==> src/cse_pkg.sv <==
// Constants and types for the compare-and-skip execution block
`default_nettype none
package cse_pkg;
	// Opcode, upper seven bits of the instruction word
	localparam logic [6:0] CSE_OPC_LESS = 7'h30;
	localparam logic [6:0] CSE_OPC_EQUAL = 7'h31;
	localparam logic [6:0] CSE_OPC_GREATER = 7'h32;
	localparam int CSE_OPC_MSB = 15;
	localparam int CSE_OPC_LSB = 9;
	// Bank-select operand bit and file address field
	localparam int CSE_ABIT_POS = 8;
	localparam int CSE_FILE_MSB = 7;
	// Fixed access bank: low half maps to bank 0, high half to the top bank
	localparam logic [7:0] CSE_ACCESS_SPLIT = 8'h80;
	localparam logic [3:0] CSE_ACCESS_LOW_BANK = 4'h0;
	localparam logic [3:0] CSE_ACCESS_HIGH_BANK = 4'hf;
	// Quarter phases of one instruction cycle
	localparam logic [1:0] CSE_PH_Q1 = 2'h0;
	localparam logic [1:0] CSE_PH_Q2 = 2'h1;
	localparam logic [1:0] CSE_PH_Q3 = 2'h2;
	localparam logic [1:0] CSE_PH_Q4 = 2'h3;
	// Skip lengths in program words
	localparam logic [1:0] CSE_SKIP_ONE = 2'h1;
	localparam logic [1:0] CSE_SKIP_TWO = 2'h2;
	// Reset values
	localparam logic [11:0] CSE_ADDR_RESET = 12'h000;
	localparam logic [7:0] CSE_BYTE_RESET = 8'h00;
	localparam logic [1:0] CSE_WORDS_RESET = 2'h0;

	typedef enum logic [1:0] {CSE_OP_EQUAL, CSE_OP_GREATER, CSE_OP_LESS} cse_op_t;
	typedef enum logic [1:0] {CSE_IDLE, CSE_COMPARE, CSE_SKIP} cse_state_t;
endpackage
`default_nettype wire

==> src/cse_exec.sv <==
// Compare-and-skip instruction execution with quarter-phase sequencing
// Operation
// RULE1: Decode equal compare; skip when byte equals working
// RULE2: Decode greater compare; low byte is file address
// RULE3: Greater skips only when byte strictly larger
// RULE4: Decode less compare; low byte is file address
// RULE5: Less skips only when byte strictly smaller
// RULE6: Unsigned subtract, result and flags never written
// RULE7: Skip replaces next instruction with idle instruction
// RULE8: Two-word skipped instruction costs three cycles total
// RULE9: Operand bit 0 selects fixed access bank
// RULE10: Operand bit 1 uses bank select register
// RULE11: Decode Q1, read Q2, compare Q3, no write
// RULE12: One word; skip advances past one more instruction
`default_nettype none
module cse_exec
	import cse_pkg::*;
(
	input wire logic clk,
	input wire logic reset_n,
	input wire logic instr_valid,
	input wire logic [15:0] instr_word,
	input wire logic [7:0] working_register,
	input wire logic [3:0] bank_select_register,
	input wire logic [7:0] file_data,
	input wire logic next_is_two_word,
	output logic [1:0] quarter_phase,
	output logic compare_busy,
	output logic file_read,
	output logic [11:0] file_addr,
	output logic skip_active,
	output logic pc_skip_valid,
	output logic [1:0] pc_skip_words
);

	cse_state_t state;
	cse_state_t next_state;
	cse_op_t op;
	logic abit;
	logic [7:0] file_field;
	logic [7:0] operand;
	logic skip_cond;
	logic [1:0] skip_left;

	// Decode of the word presented in Q1
	wire [6:0] opc = instr_word[CSE_OPC_MSB:CSE_OPC_LSB];
	wire is_equal = (opc == CSE_OPC_EQUAL); // RULE1
	wire is_greater = (opc == CSE_OPC_GREATER); // RULE2
	wire is_less = (opc == CSE_OPC_LESS); // RULE4
	wire is_cmp = is_equal | is_greater | is_less;
	wire cse_op_t dec_op = is_equal ? CSE_OP_EQUAL : (is_greater ? CSE_OP_GREATER : CSE_OP_LESS);
	wire dec_abit = instr_word[CSE_ABIT_POS];
	wire [7:0] dec_file = instr_word[CSE_FILE_MSB:0]; // RULE2 RULE4

	// Sequencing events
	wire start = (state == CSE_IDLE) && (quarter_phase == CSE_PH_Q1) && instr_valid && is_cmp; // RULE11
	wire read_end = (state == CSE_COMPARE) && (quarter_phase == CSE_PH_Q2);
	wire cmp_edge = (state == CSE_COMPARE) && (quarter_phase == CSE_PH_Q3);
	wire compare_end = (state == CSE_COMPARE) && (quarter_phase == CSE_PH_Q4);
	wire skip_end = (state == CSE_SKIP) && (quarter_phase == CSE_PH_Q4) && (skip_left == CSE_SKIP_ONE);
	wire skip_tick = (state == CSE_SKIP) && (quarter_phase == CSE_PH_Q4);

	// Address forming; the access bank splits its byte range over two banks
	wire [3:0] access_bank = (file_field >= CSE_ACCESS_SPLIT) ? CSE_ACCESS_HIGH_BANK : CSE_ACCESS_LOW_BANK; // RULE9
	wire [3:0] dec_access_bank = (dec_file >= CSE_ACCESS_SPLIT) ? CSE_ACCESS_HIGH_BANK : CSE_ACCESS_LOW_BANK; // RULE9
	wire [3:0] dec_bank = dec_abit ? bank_select_register : dec_access_bank; // RULE10
	wire [11:0] next_file_addr = {dec_bank, dec_file};

	// Borrow of the unsigned subtraction gives less, zero gives equal
	wire [8:0] diff = {1'b0, operand} - {1'b0, working_register}; // RULE6
	wire cmp_equal = (diff == 9'h000);
	wire cmp_less = diff[8]; // RULE5
	wire cmp_greater = !cmp_less && !cmp_equal; // RULE3
	wire next_skip_cond = (op == CSE_OP_EQUAL) ? cmp_equal : ((op == CSE_OP_GREATER) ? cmp_greater : cmp_less);
	wire [1:0] next_skip_words = next_is_two_word ? CSE_SKIP_TWO : CSE_SKIP_ONE; // RULE8 RULE12

	always_comb
	begin
		next_state = state;
		case (state)
			CSE_IDLE:
			begin
				if (start)
					next_state = CSE_COMPARE;
			end
			CSE_COMPARE:
			begin
				if (compare_end)
					next_state = skip_cond ? CSE_SKIP : CSE_IDLE; // RULE7
			end
			CSE_SKIP:
			begin
				if (skip_end)
					next_state = CSE_IDLE;
			end
			default:
			begin
				next_state = CSE_IDLE;
			end
		endcase
	end

	// Free-running quarter phase counter
	always_ff @(posedge clk or negedge reset_n)
	begin
		if (!reset_n)
			quarter_phase <= CSE_PH_Q1;
		else
			quarter_phase <= quarter_phase + 2'h1;
	end

	always_ff @(posedge clk or negedge reset_n)
	begin
		if (!reset_n)
			state <= CSE_IDLE;
		else
			state <= next_state;
	end

	// Operand capture at the end of Q1
	always_ff @(posedge clk or negedge reset_n)
	begin
		if (!reset_n)
		begin
			op <= CSE_OP_EQUAL;
			abit <= 1'b0;
			file_field <= CSE_BYTE_RESET;
		end
		else if (start)
		begin
			op <= dec_op;
			abit <= dec_abit;
			file_field <= dec_file;
		end
	end

	// File read strobe covers Q2 only
	always_ff @(posedge clk or negedge reset_n)
	begin
		if (!reset_n)
			file_read <= 1'b0;
		else
			file_read <= start; // RULE11
	end

	always_ff @(posedge clk or negedge reset_n)
	begin
		if (!reset_n)
			file_addr <= CSE_ADDR_RESET;
		else if (start)
			file_addr <= next_file_addr; // RULE9 RULE10
	end

	// Data is latched as Q2 ends so the compare sees a stable byte
	always_ff @(posedge clk or negedge reset_n)
	begin
		if (!reset_n)
			operand <= CSE_BYTE_RESET;
		else if (read_end)
			operand <= file_data;
	end

	always_ff @(posedge clk or negedge reset_n)
	begin
		if (!reset_n)
			skip_cond <= 1'b0;
		else if (cmp_edge)
			skip_cond <= next_skip_cond; // RULE1 RULE3 RULE5
	end

	always_ff @(posedge clk or negedge reset_n)
	begin
		if (!reset_n)
			compare_busy <= 1'b0;
		else if (start)
			compare_busy <= 1'b1;
		else if (compare_end)
			compare_busy <= 1'b0;
	end

	// Each skipped word costs one full idle instruction cycle
	always_ff @(posedge clk or negedge reset_n)
	begin
		if (!reset_n)
			skip_left <= CSE_WORDS_RESET;
		else if (compare_end && skip_cond)
			skip_left <= next_skip_words; // RULE8
		else if (skip_tick)
			skip_left <= skip_left - 2'h1;
	end

	always_ff @(posedge clk or negedge reset_n)
	begin
		if (!reset_n)
			skip_active <= 1'b0;
		else if (compare_end && skip_cond)
			skip_active <= 1'b1; // RULE7
		else if (skip_end)
			skip_active <= 1'b0;
	end

	// The fetch unit adds these words on top of its normal step
	always_ff @(posedge clk or negedge reset_n)
	begin
		if (!reset_n)
		begin
			pc_skip_valid <= 1'b0;
			pc_skip_words <= CSE_WORDS_RESET;
		end
		else
		begin
			pc_skip_valid <= compare_end && skip_cond; // RULE12
			if (compare_end && skip_cond)
				pc_skip_words <= next_skip_words;
		end
	end

	decode_equal_a: assert property (@(posedge clk) disable iff (!reset_n) // RULE1
		start && is_equal |=> (state == CSE_COMPARE) && (op == CSE_OP_EQUAL))
		else $error("equal compare not decoded");

	decode_greater_a: assert property (@(posedge clk) disable iff (!reset_n) // RULE2
		start && is_greater |=> (op == CSE_OP_GREATER) && (file_addr[7:0] == $past(instr_word[7:0])))
		else $error("greater compare not decoded");

	decode_less_a: assert property (@(posedge clk) disable iff (!reset_n) // RULE4
		start && is_less |=> (op == CSE_OP_LESS) && file_read && (file_addr[7:0] == $past(instr_word[7:0])))
		else $error("less compare not decoded");

	skip_equal_a: assert property (@(posedge clk) disable iff (!reset_n) // RULE1
		cmp_edge && (op == CSE_OP_EQUAL) |=> skip_cond == $past(operand == working_register))
		else $error("equal skip condition wrong");

	skip_greater_a: assert property (@(posedge clk) disable iff (!reset_n) // RULE3
		cmp_edge && (op == CSE_OP_GREATER) |=> skip_cond == $past(operand > working_register))
		else $error("greater skip condition wrong");

	skip_less_a: assert property (@(posedge clk) disable iff (!reset_n) // RULE5
		cmp_edge && (op == CSE_OP_LESS) |=> skip_cond == $past(operand < working_register))
		else $error("less skip condition wrong");

	operand_hold_a: assert property (@(posedge clk) disable iff (!reset_n) // RULE6
		compare_busy && !read_end |=> $stable(operand))
		else $error("operand changed during compare");

	skip_one_a: assert property (@(posedge clk) disable iff (!reset_n) // RULE7
		pc_skip_valid && (pc_skip_words == CSE_SKIP_ONE) |-> skip_active [*4] ##1 !skip_active)
		else $error("single skip length wrong");

	skip_two_a: assert property (@(posedge clk) disable iff (!reset_n) // RULE8
		pc_skip_valid && (pc_skip_words == CSE_SKIP_TWO) |-> skip_active [*8] ##1 !skip_active)
		else $error("double skip length wrong");

	bank_access_a: assert property (@(posedge clk) disable iff (!reset_n) // RULE9
		file_read && !abit |-> file_addr[11:8] == access_bank)
		else $error("access bank address wrong");

	bank_select_a: assert property (@(posedge clk) disable iff (!reset_n) // RULE10
		start && dec_abit |=> file_addr[11:8] == $past(bank_select_register))
		else $error("bank select address wrong");

	read_phase_a: assert property (@(posedge clk) disable iff (!reset_n) // RULE11
		start |=> file_read && (quarter_phase == CSE_PH_Q2) ##1 !file_read ##2 !compare_busy)
		else $error("compare phase order wrong");

	pc_step_a: assert property (@(posedge clk) disable iff (!reset_n) // RULE12
		$rose(skip_active) |-> pc_skip_valid && (pc_skip_words != CSE_WORDS_RESET))
		else $error("skip step not reported");

	busy_length_a: assert property (@(posedge clk) disable iff (!reset_n) // RULE11
		start |=> compare_busy [*3] ##1 !compare_busy)
		else $error("compare cycle length wrong");

	busy_refuse_a: assert property (@(posedge clk) disable iff (!reset_n) // RULE11
		compare_busy || skip_active |=> !file_read)
		else $error("take while busy");

	skip_quiet_a: assert property (@(posedge clk) disable iff (!reset_n) // RULE7
		skip_active |-> !file_read && !compare_busy && (state == CSE_SKIP))
		else $error("activity during skip");

	noskip_end_a: assert property (@(posedge clk) disable iff (!reset_n) // RULE7
		compare_end && !skip_cond |=> !pc_skip_valid && !skip_active && (state == CSE_IDLE))
		else $error("skip without condition");

	skip_words_a: assert property (@(posedge clk) disable iff (!reset_n) // RULE12
		compare_end && skip_cond |=> pc_skip_valid
			&& (pc_skip_words == ($past(next_is_two_word) ? CSE_SKIP_TWO : CSE_SKIP_ONE)))
		else $error("skip word count wrong");

	equal_skip_c: cover property (@(posedge clk) disable iff (!reset_n)
		compare_end && skip_cond && (op == CSE_OP_EQUAL));
	greater_two_c: cover property (@(posedge clk) disable iff (!reset_n)
		pc_skip_valid && (pc_skip_words == CSE_SKIP_TWO) && (op == CSE_OP_GREATER));
	less_noskip_c: cover property (@(posedge clk) disable iff (!reset_n)
		compare_end && !skip_cond && (op == CSE_OP_LESS));
	bank_select_c: cover property (@(posedge clk) disable iff (!reset_n)
		file_read && abit);
	less_two_c: cover property (@(posedge clk) disable iff (!reset_n)
		skip_active && (skip_left == CSE_SKIP_TWO) && (op == CSE_OP_LESS));

endmodule
`default_nettype wire

==> config.mk <==
export PLATFORM = sky130hd
export DESIGN_NAME = cse_exec
export DESIGN_NICKNAME = d
export VERILOG_FILES = /design/src/cse_pkg.sv /design/src/cse_exec.sv
export SDC_FILE = /design/constraint.sdc
export NUM_CORES = 1
export LEC_CHECK = 0
export BUFFER_PORTS_ARGS = -buffer_cell sky130_fd_sc_hd__buf_4
export CORE_UTILIZATION = 35
export DETAILED_ROUTE_END_ITERATION = 6
export SLEW_MARGIN = 0
export SYNTH_ARGS = -nofsm -noshare
export SYNTH_HDL_FRONTEND = slang
export SYNTH_SLANG_ARGS = --single-unit
==> constraint.sdc <==
create_clock -name clk -period 3.54 [get_ports clk]
set_input_delay 0.354 -clock clk [delete_from_list [all_inputs] [get_ports clk]]
set_output_delay 0.354 -clock clk [all_outputs]
set_load 0.01 [all_outputs]
Word-level counts from Yosys, hierarchy flattened
Cells that the tools add are included.
Widths: inputs -> output; s select.
{"block": "classes", "n_addsub": 3, "order_cmp": 1, "n_eq_ne": 13, "n_mux": 18, "bitwise_logic": 2, "reduce_logical": 20}
{"operator": "$eq 7x6->1 const B", "count": 3}
{"operator": "$mux 2", "count": 9}
{"operator": "$logic_and 1x1->1", "count": 10}
{"operator": "$logic_not 9->1", "count": 1}
{"operator": "$sub 8x8->9", "count": 1}
{"operator": "$eq 2x1->1 const B", "count": 4}
{"operator": "$ge 8x8->1 const B", "count": 1}
{"operator": "$mux 4", "count": 2}
{"operator": "$eq 2x2->1 const B", "count": 3}
{"operator": "$logic_not 2->1", "count": 3}
{"operator": "$mux 1", "count": 6}
{"operator": "$ne 2x2->1 const B", "count": 3}
{"operator": "$pmux 2 s3", "count": 1}
{"operator": "$reduce_bool 2->1", "count": 3}
{"operator": "$reduce_and 3->1", "count": 1}
{"operator": "$add 2x1->2 const B", "count": 1}
{"operator": "$logic_not 1->1", "count": 2}
{"operator": "$or 1x1->1", "count": 2}
{"operator": "$sub 2x1->2 const B", "count": 1}
{"block": "word_totals", "reg_bits": 35, "input_bits": 40, "out_inout_bits": 20}

Logic depth before layout (Yosys ltp)
Gate-level depths: netlist (run 1).
{"block": "logic_depth", "word_depth": 6, "mapped_depth": 9, "mapped_depth_nobuf": 9}

Worst setup path after synthesis (run 1)
No wires, ideal clock.
{"block": "synth_timing", "path_kind": "input -> register", "startpoint": "input port working_register[4]", "endpoint": "register skip_cond", "setup_time_ns": 0.128, "t_arrival_ns": 1.916, "required_ns": 3.412, "path_slack_ns": 1.496, "cell_stages": 9, "path_cell_list": "inv_1 -> ha_1 -> or2_2 -> a21oi_1 -> a21oi_2 -> a211o_1 -> a211oi_2 -> mux2i_1 -> nand3_1"}
{"block": "synth_between", "elab_chain_cells": 6}
{"element": "start: declaration", "line": "cse_exec.sv:23", "source": "input wire logic [7:0] working_register,"}
{"element": "$sub 8x8->9 (*)", "line": "cse_exec.sv:70", "source": "wire [8:0] diff = {1'b0, operand} - {1'b0, working_register};"}
{"element": "$logic_not 9->1", "line": "cse_exec.sv:71", "source": "wire cmp_equal = (diff == 9'h000);"}
{"element": "$logic_not 1->1", "line": "cse_exec.sv:73", "source": "wire cmp_greater = !cmp_less && !cmp_equal;"}
{"element": "$logic_and 1x1->1", "line": "cse_exec.sv:73"}
{"element": "$mux 1", "line": "cse_exec.sv:74", "source": "wire next_skip_cond = (op == CSE_OP_EQUAL) ? cmp_equal : ((op == CSE_OP_GREATER) ? cmp_greater : cmp_less);"}
{"element": "$mux 1 (*)", "line": "cse_exec.sv:74"}
{"element": "end signal: assignment", "line": "cse_exec.sv:168", "source": "skip_cond <= next_skip_cond;"}
{"element": "end: declaration", "line": "cse_exec.sv:42", "source": "logic skip_cond;"}
Mark *: on every way between the ends. The rest lies on a longest branch, timed or not.
A chain may end at the register's enable or synchronous reset.

Worst setup path in the final report (run 1)
{"block": "layout_timing", "startpoint": "register operand[4]", "endpoint": "register skip_cond"}
{"block": "layout_between", "elab_chain_cells": 6}
{"element": "start: declaration", "line": "cse_exec.sv:41", "source": "logic [7:0] operand;"}
{"element": "start signal: assignment", "line": "cse_exec.sv:160", "source": "operand <= file_data;"}
{"element": "$sub 8x8->9 (*)", "line": "cse_exec.sv:70"}
{"element": "$logic_not 9->1", "line": "cse_exec.sv:71"}
{"element": "$logic_not 1->1", "line": "cse_exec.sv:73"}
{"element": "$logic_and 1x1->1", "line": "cse_exec.sv:73"}
{"element": "$mux 1", "line": "cse_exec.sv:74"}
{"element": "$mux 1 (*)", "line": "cse_exec.sv:74"}
Marks and branches as above.

==> results of run 1 <==
-- flip-flops by register name, summed over array words and instances, names as in the netlist --
| name | cells |
|---|---|
| operand | 8 |
| compare_busy | 1 |
| quarter_phase | 2 |
| skip_cond | 1 |
| pc_skip_valid | 1 |
| skip_left | 2 |
| pc_skip_words | 2 |
| op | 2 |
| state | 2 |
| file_read | 1 |
| file_addr | 12 |
| skip_active | 1 |
-- logic make-up after synthesis --
| logic type | share of synthesized area (%) |
|---|---|
| AND/OR/NAND/NOR | 19.6 |
| flip-flops | 49.6 |
| AO/OA/AOI/OAI | 11.3 |
| buffers and inverters | 3.68 |
| adder cells (fa/ha/maj) | 9.21 |
| multiplexers | 5.67 |
| XOR/XNOR | 0.992 |
-- synthesized netlist by cell type (3+ instances only) --
| library cell | number |
|---|---|
| inv_1 | 13 |
| dfrtp_1 | 35 |
| o21ai_1 | 4 |
| o21ai_0 | 3 |
| nand3_1 | 3 |
| nor2b_1 | 3 |
| nand2b_1 | 3 |
| mux2_1 | 5 |
| mux2_2 | 3 |
| nor3_1 | 4 |
| ha_1 | 13 |
| a21oi_1 | 9 |
| nand2_1 | 47 |
| nor2_1 | 4 |
-- metrics by stage --
stage,hold slack (ns),setup slack (ns)
after CTS,0.0315,1.40
after global routing,0.0507,1.30
after detailed placement,0.341,1.32
after floorplan,0.0584,1.50
final,0.0199,1.41
after global placement,0.344,1.36
-- worst reg2reg max path, stage by stage, from the launching register on --
cell	delay (ns)
dfrtp_1	0.40
ha_1	0.33
or2_2	0.30
a21oi_1	0.17
a21oi_2	0.06
a211o_1	0.25
a211oi_2	0.25
mux2i_1	0.20
nand3_1	0.07
-- area by class of cell --
type / count / area [um2] / area share [%]
clock buffers: 8 / 100 / 4.20
multi-input cells: 128 / 825 / 34.6
repair buffers: 59 / 443 / 18.6
inverters: 15 / 56.3 / 2.36
well taps: 67 / 83.8 / 3.52
flip-flops and latches: 35 / 876 / 36.7
-- worst max-delay path by stage --
stage / start / slack [ns] / depth (start not counted) / to
2_1_floorplan: working_register[4] / 1.50 / 9 / skip_cond
3_3_place_gp: working_register[4] / 1.36 / 10 / skip_cond
3_5_place_dp: working_register[4] / 1.32 / 10 / skip_cond
4_1_cts: operand[4] / 1.40 / 8 / skip_cond
5_1_grt: operand[4] / 1.30 / 8 / skip_cond
6_report: operand[4] / 1.41 / 8 / skip_cond
-- routing by layer --
metal | track usage (%) | wire length, um | vias up
met5 | 0 | 0 | -
met4 | 5.66 | 50 | 0
met3 | 5.66 | 265 | 5
met2 | 22.3 | 1520 | 41
met1 | 18.1 | 1630 | 588
li1 | - | - | 737
-- layout by cell type (no fill, tap or decap), types with 4 or more instances in the layout --
cell type / count
a21oi_1: 9
buf_4: 59
clkbuf_8: 7
dfrtp_1: 35
ha_1: 13
inv_1: 13
mux2_1: 5
nand2_1: 47
nor2_1: 4
nor3_1: 4
o21ai_1: 4
-- where the power goes --
part	internal [mW]	switching (mW)	leakage (nW)	total [mW]
combinational	0.0806	0.0653	0.733	0.146
clock	0.178	0.137	0.0515	0.314
sequential	0.419	0.0109	0.441	0.429
total	0.677	0.213	1.23	0.890
==> summary.md, run 1 <==
| Metric | Value |
|---|---|
| First-pass GRT wire length | 5800 um |
| Hold_buf cts | 0 |
| Post-synth EDFFs | 0 |
| Starting Density | 36.9% |
| Vias | approximately 1400 |
| Critical path endpoint category | flip-flop |
| Sequential element share of the synthesized area | 49.6% |
| Critical path class | reg2reg |
| Final min period | 2.13 ns |
| Slew Limit Fails | 0 |
| Syn Nets | around 230 |
| Post-Syn Area | 1770 um2 |
| CP top delay family | compound AO/OA/AOI/OAI gates |
| Gp weighted congestion | slightly below 0.8 |
| Final hold violations | 0 |
| FF+latch count, synth | 35 |
| Leakage | about 1.2 nW |
| Filler cell count | 450 |
| Yosys cell types | 42 |
| CTS tree | built |
| Syn Area/Cell | 9.81 um2 |
| Design Area, Final | around 2400 um2 |
| Placed insts | about 300 |
| Mapped Cells | 180 |
| Via-per-instance ratio | 4.39 |
| Buf+Inv Stages, Crit Path | 0 |
| Primary FF master, synth | dfrtp_1 |
| Outcome | finished, final reports clean |
| Core Area | about 4800 um2 |
| Initial antenna violation count | 0 |
| Post-cts resize count | 0 |
| Layout area overhead | 35.0% |
| Max Cap Violations | 0 |
| RSZ-0062 raised after global routing | no |
| Cell Pwr Density | ~370 nW/um2 |
| Fmax | approximately 470 MHz |
| Clk slew on worst S/H paths | around 0.070 ns |
| Reg2Reg Setup Slack | about 1.4 ns |
| Worst r2r src | operand[4] |
| Synth area leader | dfrtp_1 |
| Endpoints failing setup | 0 |
| Req. time, crit path | 3.71 ns |
| Setup TNS | 0 ns |
| First-pass DRT Iterations | 4 |
| Clock Latency Late Sink | 0.28 ns |
| Type of element launching the critical path | flip-flop |
| WL/cell | around 11 um |
| Overall Global Routing Usage | about 14% |
| Number of global-route vias before repair | roughly 1300 |
| Pwr Total | 890 uW |
| Worst vdd ir | between 0.15 and 0.2 mV |
| Port buffer count | between 50 and 60 |
| Clock sink count | 35 |
| Worst Skew | just under 0.005 ns |
| R2R depth | 8 |
| H-tree levels | 2 |
| Residual DRC count | 0 |
| Die width | about 73 um |
| Max_slew headroom | 57.6% |
| Gr ovfl total | 0 |
| CTS Buf Count | 5 |
| Placed inst area | ~2300 um2 |
| Antenna viol nets, final | 0 |
| Worst Tran Pin Value | 0.636 ns |
| Crit path DAT | around 2.3 ns |
| Pin count of the biggest net entering global routing | 36 |
| Bufs on Longest Clock Path | 2 |
| Slowest library cell on the worst path | dfrtp_1 |
| Yosys warning total | 0 |
| Die Ht | about 73 um |
| Worst R2R End | skip_cond |
| Synth area leaders | dfrtp_1, nand2_1, ha_1, mux2_1, inv_1 |
| I/O pin cnt | 60 |
| CTS root buf | clkbuf_8 |
| Share of cells above drive strength 1 | about 31% |
| Buffers inserted by post-CTS timing repair | 0 |
| Std-Cell Rows | 25 |
| Crit Path Max Fanout | 4 |
| Crit-path max cell delay | roughly 0.4 ns |
| Routed WL | ~3500 um |
| Async SR Flop Fraction | between 90% and 100% |
| Final #Nets | 297 |
| Die area | 5330 um2 |
| 1st-iter DRT viols | 52 |
| Period utilization | 60.2% |
| N_diodes | 0 |
| Top-area cell type share of the netlist area | ~50% |
| Post-Route Utilization | approximately half |
| Post-DP HPWL | 2560 um |
| CP cell instances | ha_1, or2_2, a21oi_1, a21oi_2, a211o_1, a211oi_2, mux2i_1, nand3_1 |
| Fin cells | between 300 and 400 |
| Hold WC Path Type | in2async |
No activity file was read; power rests on OpenSTA's default activity.
==> inputs of run 2 (changes only) <==
==> constraint.sdc (replaced) <==
create_clock -name clk -period 2.1 [get_ports clk]
set_input_delay 0.21 -clock clk [delete_from_list [all_inputs] [get_ports clk]]
set_output_delay 0.21 -clock clk [all_outputs]
set_load 0.01 [all_outputs]
==> summary.md, run 2 (synthesis gave the netlist of run 1 again) <==
| Metric | Value |
|---|---|
| H-tree levels | 2 (unchanged) |
| Period utilization | 96.2% (+36 points) |
| Die width | 73.0 um (unchanged) |
| Number of global-route vias before repair | 1335 (+2.0%) |
| Pin count of the biggest net entering global routing | 36 (unchanged) |
| Worst Skew | 0.00496 ns (+0.0000821 ns) |
| Worst R2R End | skip_cond |
| N_diodes | 0 (unchanged) |
| Max reg flops | 12 (unchanged) |
| Req. time, crit path | 2.26 ns (-1.45 ns) |
| CTS Buf Count | 5 (unchanged) |
| Combinational share of power | 18.8% (+2.4 points) |
| Sw frac | 25.1% (+1.1 points) |
| Post-DP HPWL | 2580 um (+0.72%) |
| Design Area, Final | 2460 um2 (+3.1%) |
| Residual DRC count | 0 (unchanged) |
| Clock Latency Late Sink | 0.28 ns (about the same) |
| Die area | 5330 um2 (unchanged) |
| Internal power | 1.12 mW (+66%) |
| Critical path class | reg2reg |
| Port buffer count | 59 (unchanged) |
| Pwr Total | 1.50 mW (+68%) |
| Worst vdd ir | 0.292 mV (+62%) |
| Min-delay src | instr_word[1] |
| First-pass GRT wire length | 5780 um (-0.36%) |
| First-pass DRT Iterations | 4 (unchanged) |
| Gp weighted congestion | 0.724 (-7.9%) |
| Overall Global Routing Usage | 14.3% (-0.14 points) |
| Slew Limit Fails | 0 (unchanged) |
| Flop pwr share | 48.5% (+0.2 points) |
| Final hold violations | 0 (unchanged) |
| Vias | 1439 (+5.0%) |
| Core Area | 4790 um2 (unchanged) |
| Most flop-heavy register | file_addr |
| Max_slew headroom | 69.7% (+12 points) |
| Share of cells above drive strength 1 | 34.1% (+3.1 points) |
| Filler cell count | 453 (+0.67%) |
| RSZ-0062 raised after global routing | yes |
| Via-per-instance ratio | 4.55 (+3.6%) |
| Setup TNS | 0 ns (unchanged) |
| Crit path DAT | 2.18 ns (-0.12 ns) |
| Post-Route Utilization | 51.4% (+1.6 points) |
| Worst r2r src | operand[4] |
| Cell mode on critical path | a21oi_2 |
| I/O pin cnt | 60 (unchanged) |
| Endpoints failing setup | 0 (unchanged) |
| Die Ht | 73.0 um (unchanged) |
| Commonest non-fill, non-tap cell in the layout | buf_4 |
| Std-Cell Rows | 25 (unchanged) |
| Final #Nets | 302 (+1.7%) |
| Crit-path max cell delay | 0.38 ns (-0.02 ns) |
| Fmax | 495 MHz (+5.5%) |
| Bufs on Longest Clock Path | 2 (unchanged) |
| Worst Hold Path Cells | 3 |
| Initial antenna violation count | 0 (unchanged) |
| Outcome | finished, final reports clean |
| Antenna viol nets, final | 0 (unchanged) |
| Placed insts | 307 (+0.99%) |
| Fin cells | 316 (+1.3%) |
| WL/cell | 11.4 um (+2.5%) |
| Gr ovfl total | 0 (unchanged) |
| Clock sink count | 35 (unchanged) |
| Type of element launching the critical path | flip-flop |
| Placed inst area | 2310 um2 (+0.99%) |
| Starting Density | 36.9% (unchanged) |
| Crit path from | operand[4] |
| Worst Tran Pin Value | 0.454 ns (-0.182 ns) |
| Sw Pwr | 375 uW (+76%) |
| Crit Path Max Fanout | 2 (-2) |
| CP cell instances | ha_1, or2_2, a21oi_2, a21oi_2, a211o_1, a211oi_2, mux2i_1, nand3_1 |
| Slowest library cell on the worst path | dfrtp_1 |
| Critical path endpoint category | flip-flop |
| R2R depth | 8 (unchanged) |
| Layout area overhead | 39.3% |
| Largest regs | file_addr x12, operand x8 |
| Worst Hold Endpoint | file_addr[1] |
| CTS tree | built |
| Final min period | 2.02 ns (-0.111 ns) |
| Reg2Reg Setup Slack | 0.08 ns (-1.33 ns) |
| Max Cap Violations | 0 (unchanged) |
| Cell Pwr Density | 609 nW/um2 (+63%) |
| Hold WC Path Type | in2reg |
| Clk pwr share | 32.7% (-2.6 points) |
| CTS root buf | clkbuf_8 |
| Clk slew on worst S/H paths | 0.07 ns (about the same) |
| 1st-iter DRT viols | 47 (-9.6%) |
| Most frequent cells in the layout | buf_4, nand2_1, dfrtp_1 |
| Leakage | 1.25 nW (+1.8%) |
| Routed WL | 3600 um (+3.8%) |
[run 2: changes by cell type in the layout (fill, tap and decap cells not counted), sizes merged]
cell         previous run  this run
clkinv                  1         2
clkbuf                  8         6
dlygate4sd3             0         1
buf                    59        63
[run 2: worst max-delay path by stage]
stage	to	slack, ns	cells past startpoint
after floorplan	skip_cond	0.09	8
after global placement	skip_cond	0.08	8
after detailed placement	skip_cond	0.06	8
after CTS	skip_cond	0.04	8
after global routing	skip_cond	-0.09	8
final	skip_cond	0.08	8
[run 2: power by group through the flow]
stage	Clock, mW	Combinational, mW	Sequential [mW]
final	0.490	0.282	0.725
after global routing	0.530	0.315	0.729
after CTS	0.512	0.260	0.723
after detailed placement	0	0.258	0.736
after global placement	0	0.258	0.735
after floorplan	0	0.130	0.739
[run 2: layout make-up]
| cell class | count | area, um2 | share of cell area [%] |
|---|---|---|---|
| flip-flops and latches | 35 | 876 | 35.6 |
| multi-input cells | 128 | 872 | 35.5 |
| repair buffers | 64 | 483 | 19.6 |
| well taps | 67 | 83.8 | 3.41 |
| clock buffers | 6 | 82.6 | 3.36 |
| inverters | 15 | 56.3 | 2.29 |
| clock inverters | 1 | 5.00 | 0.204 |
[run 2: critical path: cells and delay by family, from the launching register on]
kind                     cells  cell delay [ns]
AO/OA/AOI/OAI                4             0.66
adder cells (fa/ha/maj)      1             0.28
multiplexers                 1             0.21
flip-flops                   1             0.38
AND/OR/NAND/NOR              2             0.38
[run 2: timing repair]
item | in CTS | in global routing
resized for setup | 0 | 8
setup buffers | 0 | 1
endpoints found under the setup margin | 0 | 1
hold buffers | 1 | 0
hold endpoints to repair | 35 | 0
[run 2: layer usage]
| layer | track usage [%] | wire length (um) | vias up |
|---|---|---|---|
| li1 | - | - | 743 |
| met1 | 18.4 | 1700 | 649 |
| met2 | 21.5 | 1600 | 41 |
| met3 | 5.11 | 238 | 6 |
| met4 | 6.54 | 65 | 0 |
| met5 | 0 | 0 | - |
[run 2: stage by stage]
step | setup WS (ns) | hold slack [ns]
floorplan | 0.0892 | -0.0856
global placement | 0.0784 | 0.201
detailed placement | 0.0601 | 0.198
CTS | 0.0416 | 0.101
global route | -0.0895 | 0.109
finish | 0.0808 | 0.112
==> inputs of run 3 (changes only) <==
==> constraint.sdc (replaced) <==
create_clock -name clk -period 1.7 [get_ports clk]
set_input_delay 0.17 -clock clk [delete_from_list [all_inputs] [get_ports clk]]
set_output_delay 0.17 -clock clk [all_outputs]
set_load 0.01 [all_outputs]
==> summary.md, run 3 (synthesis gave the netlist of run 1 again) <==
| Metric | Value |
|---|---|
| Final #Nets | 309 (+2.3%) |
| Worst Hold Path Cells | 3 (unchanged) |
| Routed WL | 3730 um (+3.6%) |
| WL/cell | 11.5 um (+1.0%) |
| Crit Path Max Fanout | 2 (unchanged) |
| Initial antenna violation count | 0 (unchanged) |
| Placed insts | 314 (+2.3%) |
| First-pass GRT wire length | 6040 um (+4.5%) |
| I/O pin cnt | 60 (unchanged) |
| Final min period | 2.01 ns (-0.00540 ns) |
| Commonest non-fill, non-tap cell in the layout | buf_4 |
| Leakage | 1.27 nW (+2.0%) |
| Clk slew on worst S/H paths | 0.07 ns (about the same) |
| Crit path DAT | 2.18 ns (about the same) |
| Max Cap Violations | 0 (unchanged) |
| CTS tree | built |
| CP top delay family | compound AO/OA/AOI/OAI gates |
| Min-delay src | instr_word[5] |
| Worst vdd ir | 0.334 mV (+15%) |
| Failing checks | negative setup slack |
| Pin count of the biggest net entering global routing | 36 (unchanged) |
| Fmax | 497 MHz (+0.27%) |
| Final hold violations | 0 (unchanged) |
| Gp weighted congestion | 0.726 (+0.28%) |
| Residual DRC count | 0 (unchanged) |
| Crit-path max cell delay | 0.39 ns (about the same) |
| Max_slew headroom | 70.1% (+0.39 points) |
| Req. time, crit path | 1.86 ns (-0.40 ns) |
| Critical path endpoint category | flip-flop |
| Most frequent cells in the layout | buf_4, nand2_1, dfrtp_1 |
| Reg2Reg Setup Slack | -0.31 ns (-0.39 ns) |
| CTS Buf Count | 5 (unchanged) |
| Core Area | 4790 um2 (unchanged) |
| Number of global-route vias before repair | 1378 (+3.2%) |
| Die width | 73.0 um (unchanged) |
| RSZ-0062 raised after global routing | yes |
| CP cell instances | ha_2, or2_4, o22ai_2, nand4b_1, a211o_1, a211oi_2, mux2i_1, nand3_1 |
| Via-per-instance ratio | 4.61 (+1.3%) |
| Overall Global Routing Usage | 15.1% (+0.80 points) |
| Cell Pwr Density | 733 nW/um2 (+20%) |
| Critical path class | reg2reg |
| Outcome | finished, violations left |
| Die area | 5330 um2 (unchanged) |
| CTS root buf | clkbuf_8 |
| Slowest library cell on the worst path | dfrtp_1 |
| R2R depth | 8 (unchanged) |
| Starting Density | 36.9% (unchanged) |
| Vias | 1495 (+3.9%) |
| Worst Skew | 0.00453 ns (-0.000429 ns) |
| First-pass DRT Iterations | 4 (unchanged) |
| N_diodes | 0 (unchanged) |
| Buf+Inv Stages, Crit Path | 0 (unchanged) |
| H-tree levels | 2 (unchanged) |
| Post-Route Utilization | 52.4% (+0.99 points) |
| Fin cells | 324 (+2.5%) |
| Worst Hold Endpoint | file_addr[5] |
| Worst r2r src | operand[2] |
| Post-DP HPWL | 2800 um (+8.5%) |
| Port buffer count | 59 (unchanged) |
| Largest regs | file_addr x12, operand x8 |
| Max reg flops | 12 (unchanged) |
| Std-Cell Rows | 25 (unchanged) |
| Clock sink count | 35 (unchanged) |
| Gr ovfl total | 0 (unchanged) |
| Bufs on Longest Clock Path | 2 (unchanged) |
| Slew Limit Fails | 0 (unchanged) |
| Layout area overhead | 42.0% |
| Fin worst setup slack | -0.314 ns (-0.395 ns) |
| Worst Tran Pin Value | 0.448 ns (-0.00586 ns) |
| 1st-iter DRT viols | 37 (-21%) |
| Die Ht | 73.0 um (unchanged) |
| Most flop-heavy register | file_addr |
| Worst R2R End | skip_cond |
| Endpoints failing setup | 1 (+1) |
| Hold WC Path Type | in2reg |
| Clock Latency Late Sink | 0.28 ns (about the same) |
| Period utilization | 118% (+22 points) |
| Share of cells above drive strength 1 | 35.8% (+1.7 points) |
| Type of element launching the critical path | flip-flop |
| Antenna viol nets, final | 0 (unchanged) |
[run 3: cell count changes in the layout (fill, tap and decap cells not counted)]
cell	change
nor2b_1	-1
clkbuf_1	+1
a31oi_2	-1
and2b_1	+1
ha_1	-1
and2b_2	-1
a31oi_1	+1
a21boi_1	-1
clkbuf_8	-1
buf_4	+7
ha_2	+1
nor2b_2	+1
a21boi_0	+1
clkinvlp_4	+1
[run 3: layout make-up]
cell class / count / area [um2]
well taps: 67 / 83.8
flip-flops and latches: 35 / 876
multi-input cells: 128 / 870
clock buffers: 6 / 72.6
inverters: 15 / 56.3
clock inverters: 2 / 12.5
fillers: 478 / 2280
repair buffers: 71 / 536
[run 3: worst max path at each step]
stage                     from        end  slack (ns)  depth (start not counted)
finish              operand[2]  skip_cond       -0.31                          8
global route        operand[1]  skip_cond       -0.44                          8
global placement    operand[1]  skip_cond       -0.29                          8
floorplan           operand[1]  skip_cond       -0.21                          8
detailed placement  operand[1]  skip_cond       -0.32                          8
CTS                 operand[1]  skip_cond       -0.30                          8
[run 3: per-stage QoR]
| step | setup TNS [ns] | setup WS [ns] | hold slack (ns) | instance area (um2) | power, mW |
|---|---|---|---|---|---|
| floorplan | -0.214 | -0.214 | -0.126 | 1780 | 1.08 |
| global placement | -0.290 | -0.290 | 0.154 | 2380 | 1.25 |
| detailed placement | -0.315 | -0.315 | 0.153 | 2380 | 1.26 |
| CTS | -0.304 | -0.304 | 0.0627 | 2480 | 1.86 |
| global route | -0.442 | -0.442 | 0.0782 | 2510 | 1.94 |
| finish | -0.314 | -0.314 | 0.0731 | 2510 | 1.84 |
[run 3: metal layers]
metal,vias to the layer above,share of wire (%),global-route usage (%)
met4,0,0.72,5.23
li1,758,-,-
met5,-,0,0
met3,4,7.0,4.97
met2,48,48,24.8
met1,685,44,18.6
[run 3: power breakdown]
| group | switching, mW | internal, mW |
|---|---|---|
| registers | 0.0246 | 0.871 |
| logic | 0.154 | 0.207 |
| clock network | 0.293 | 0.286 |
| total | 0.472 | 1.36 |
[run 3: worst min-delay path, delay by kind of cell]
kind / cells / cell delay [ns]
AND/OR/NAND/NOR: 2 / 0.08
buffers and inverters: 1 / 0.07
[run 3: what timing repair did]
action,CTS,global route
hold endpoints to repair,35,0
setup buffers,1,0
hold buffers,1,0
setup endpoints to repair,1,3
resized for setup,0,3
pin swaps,2,1
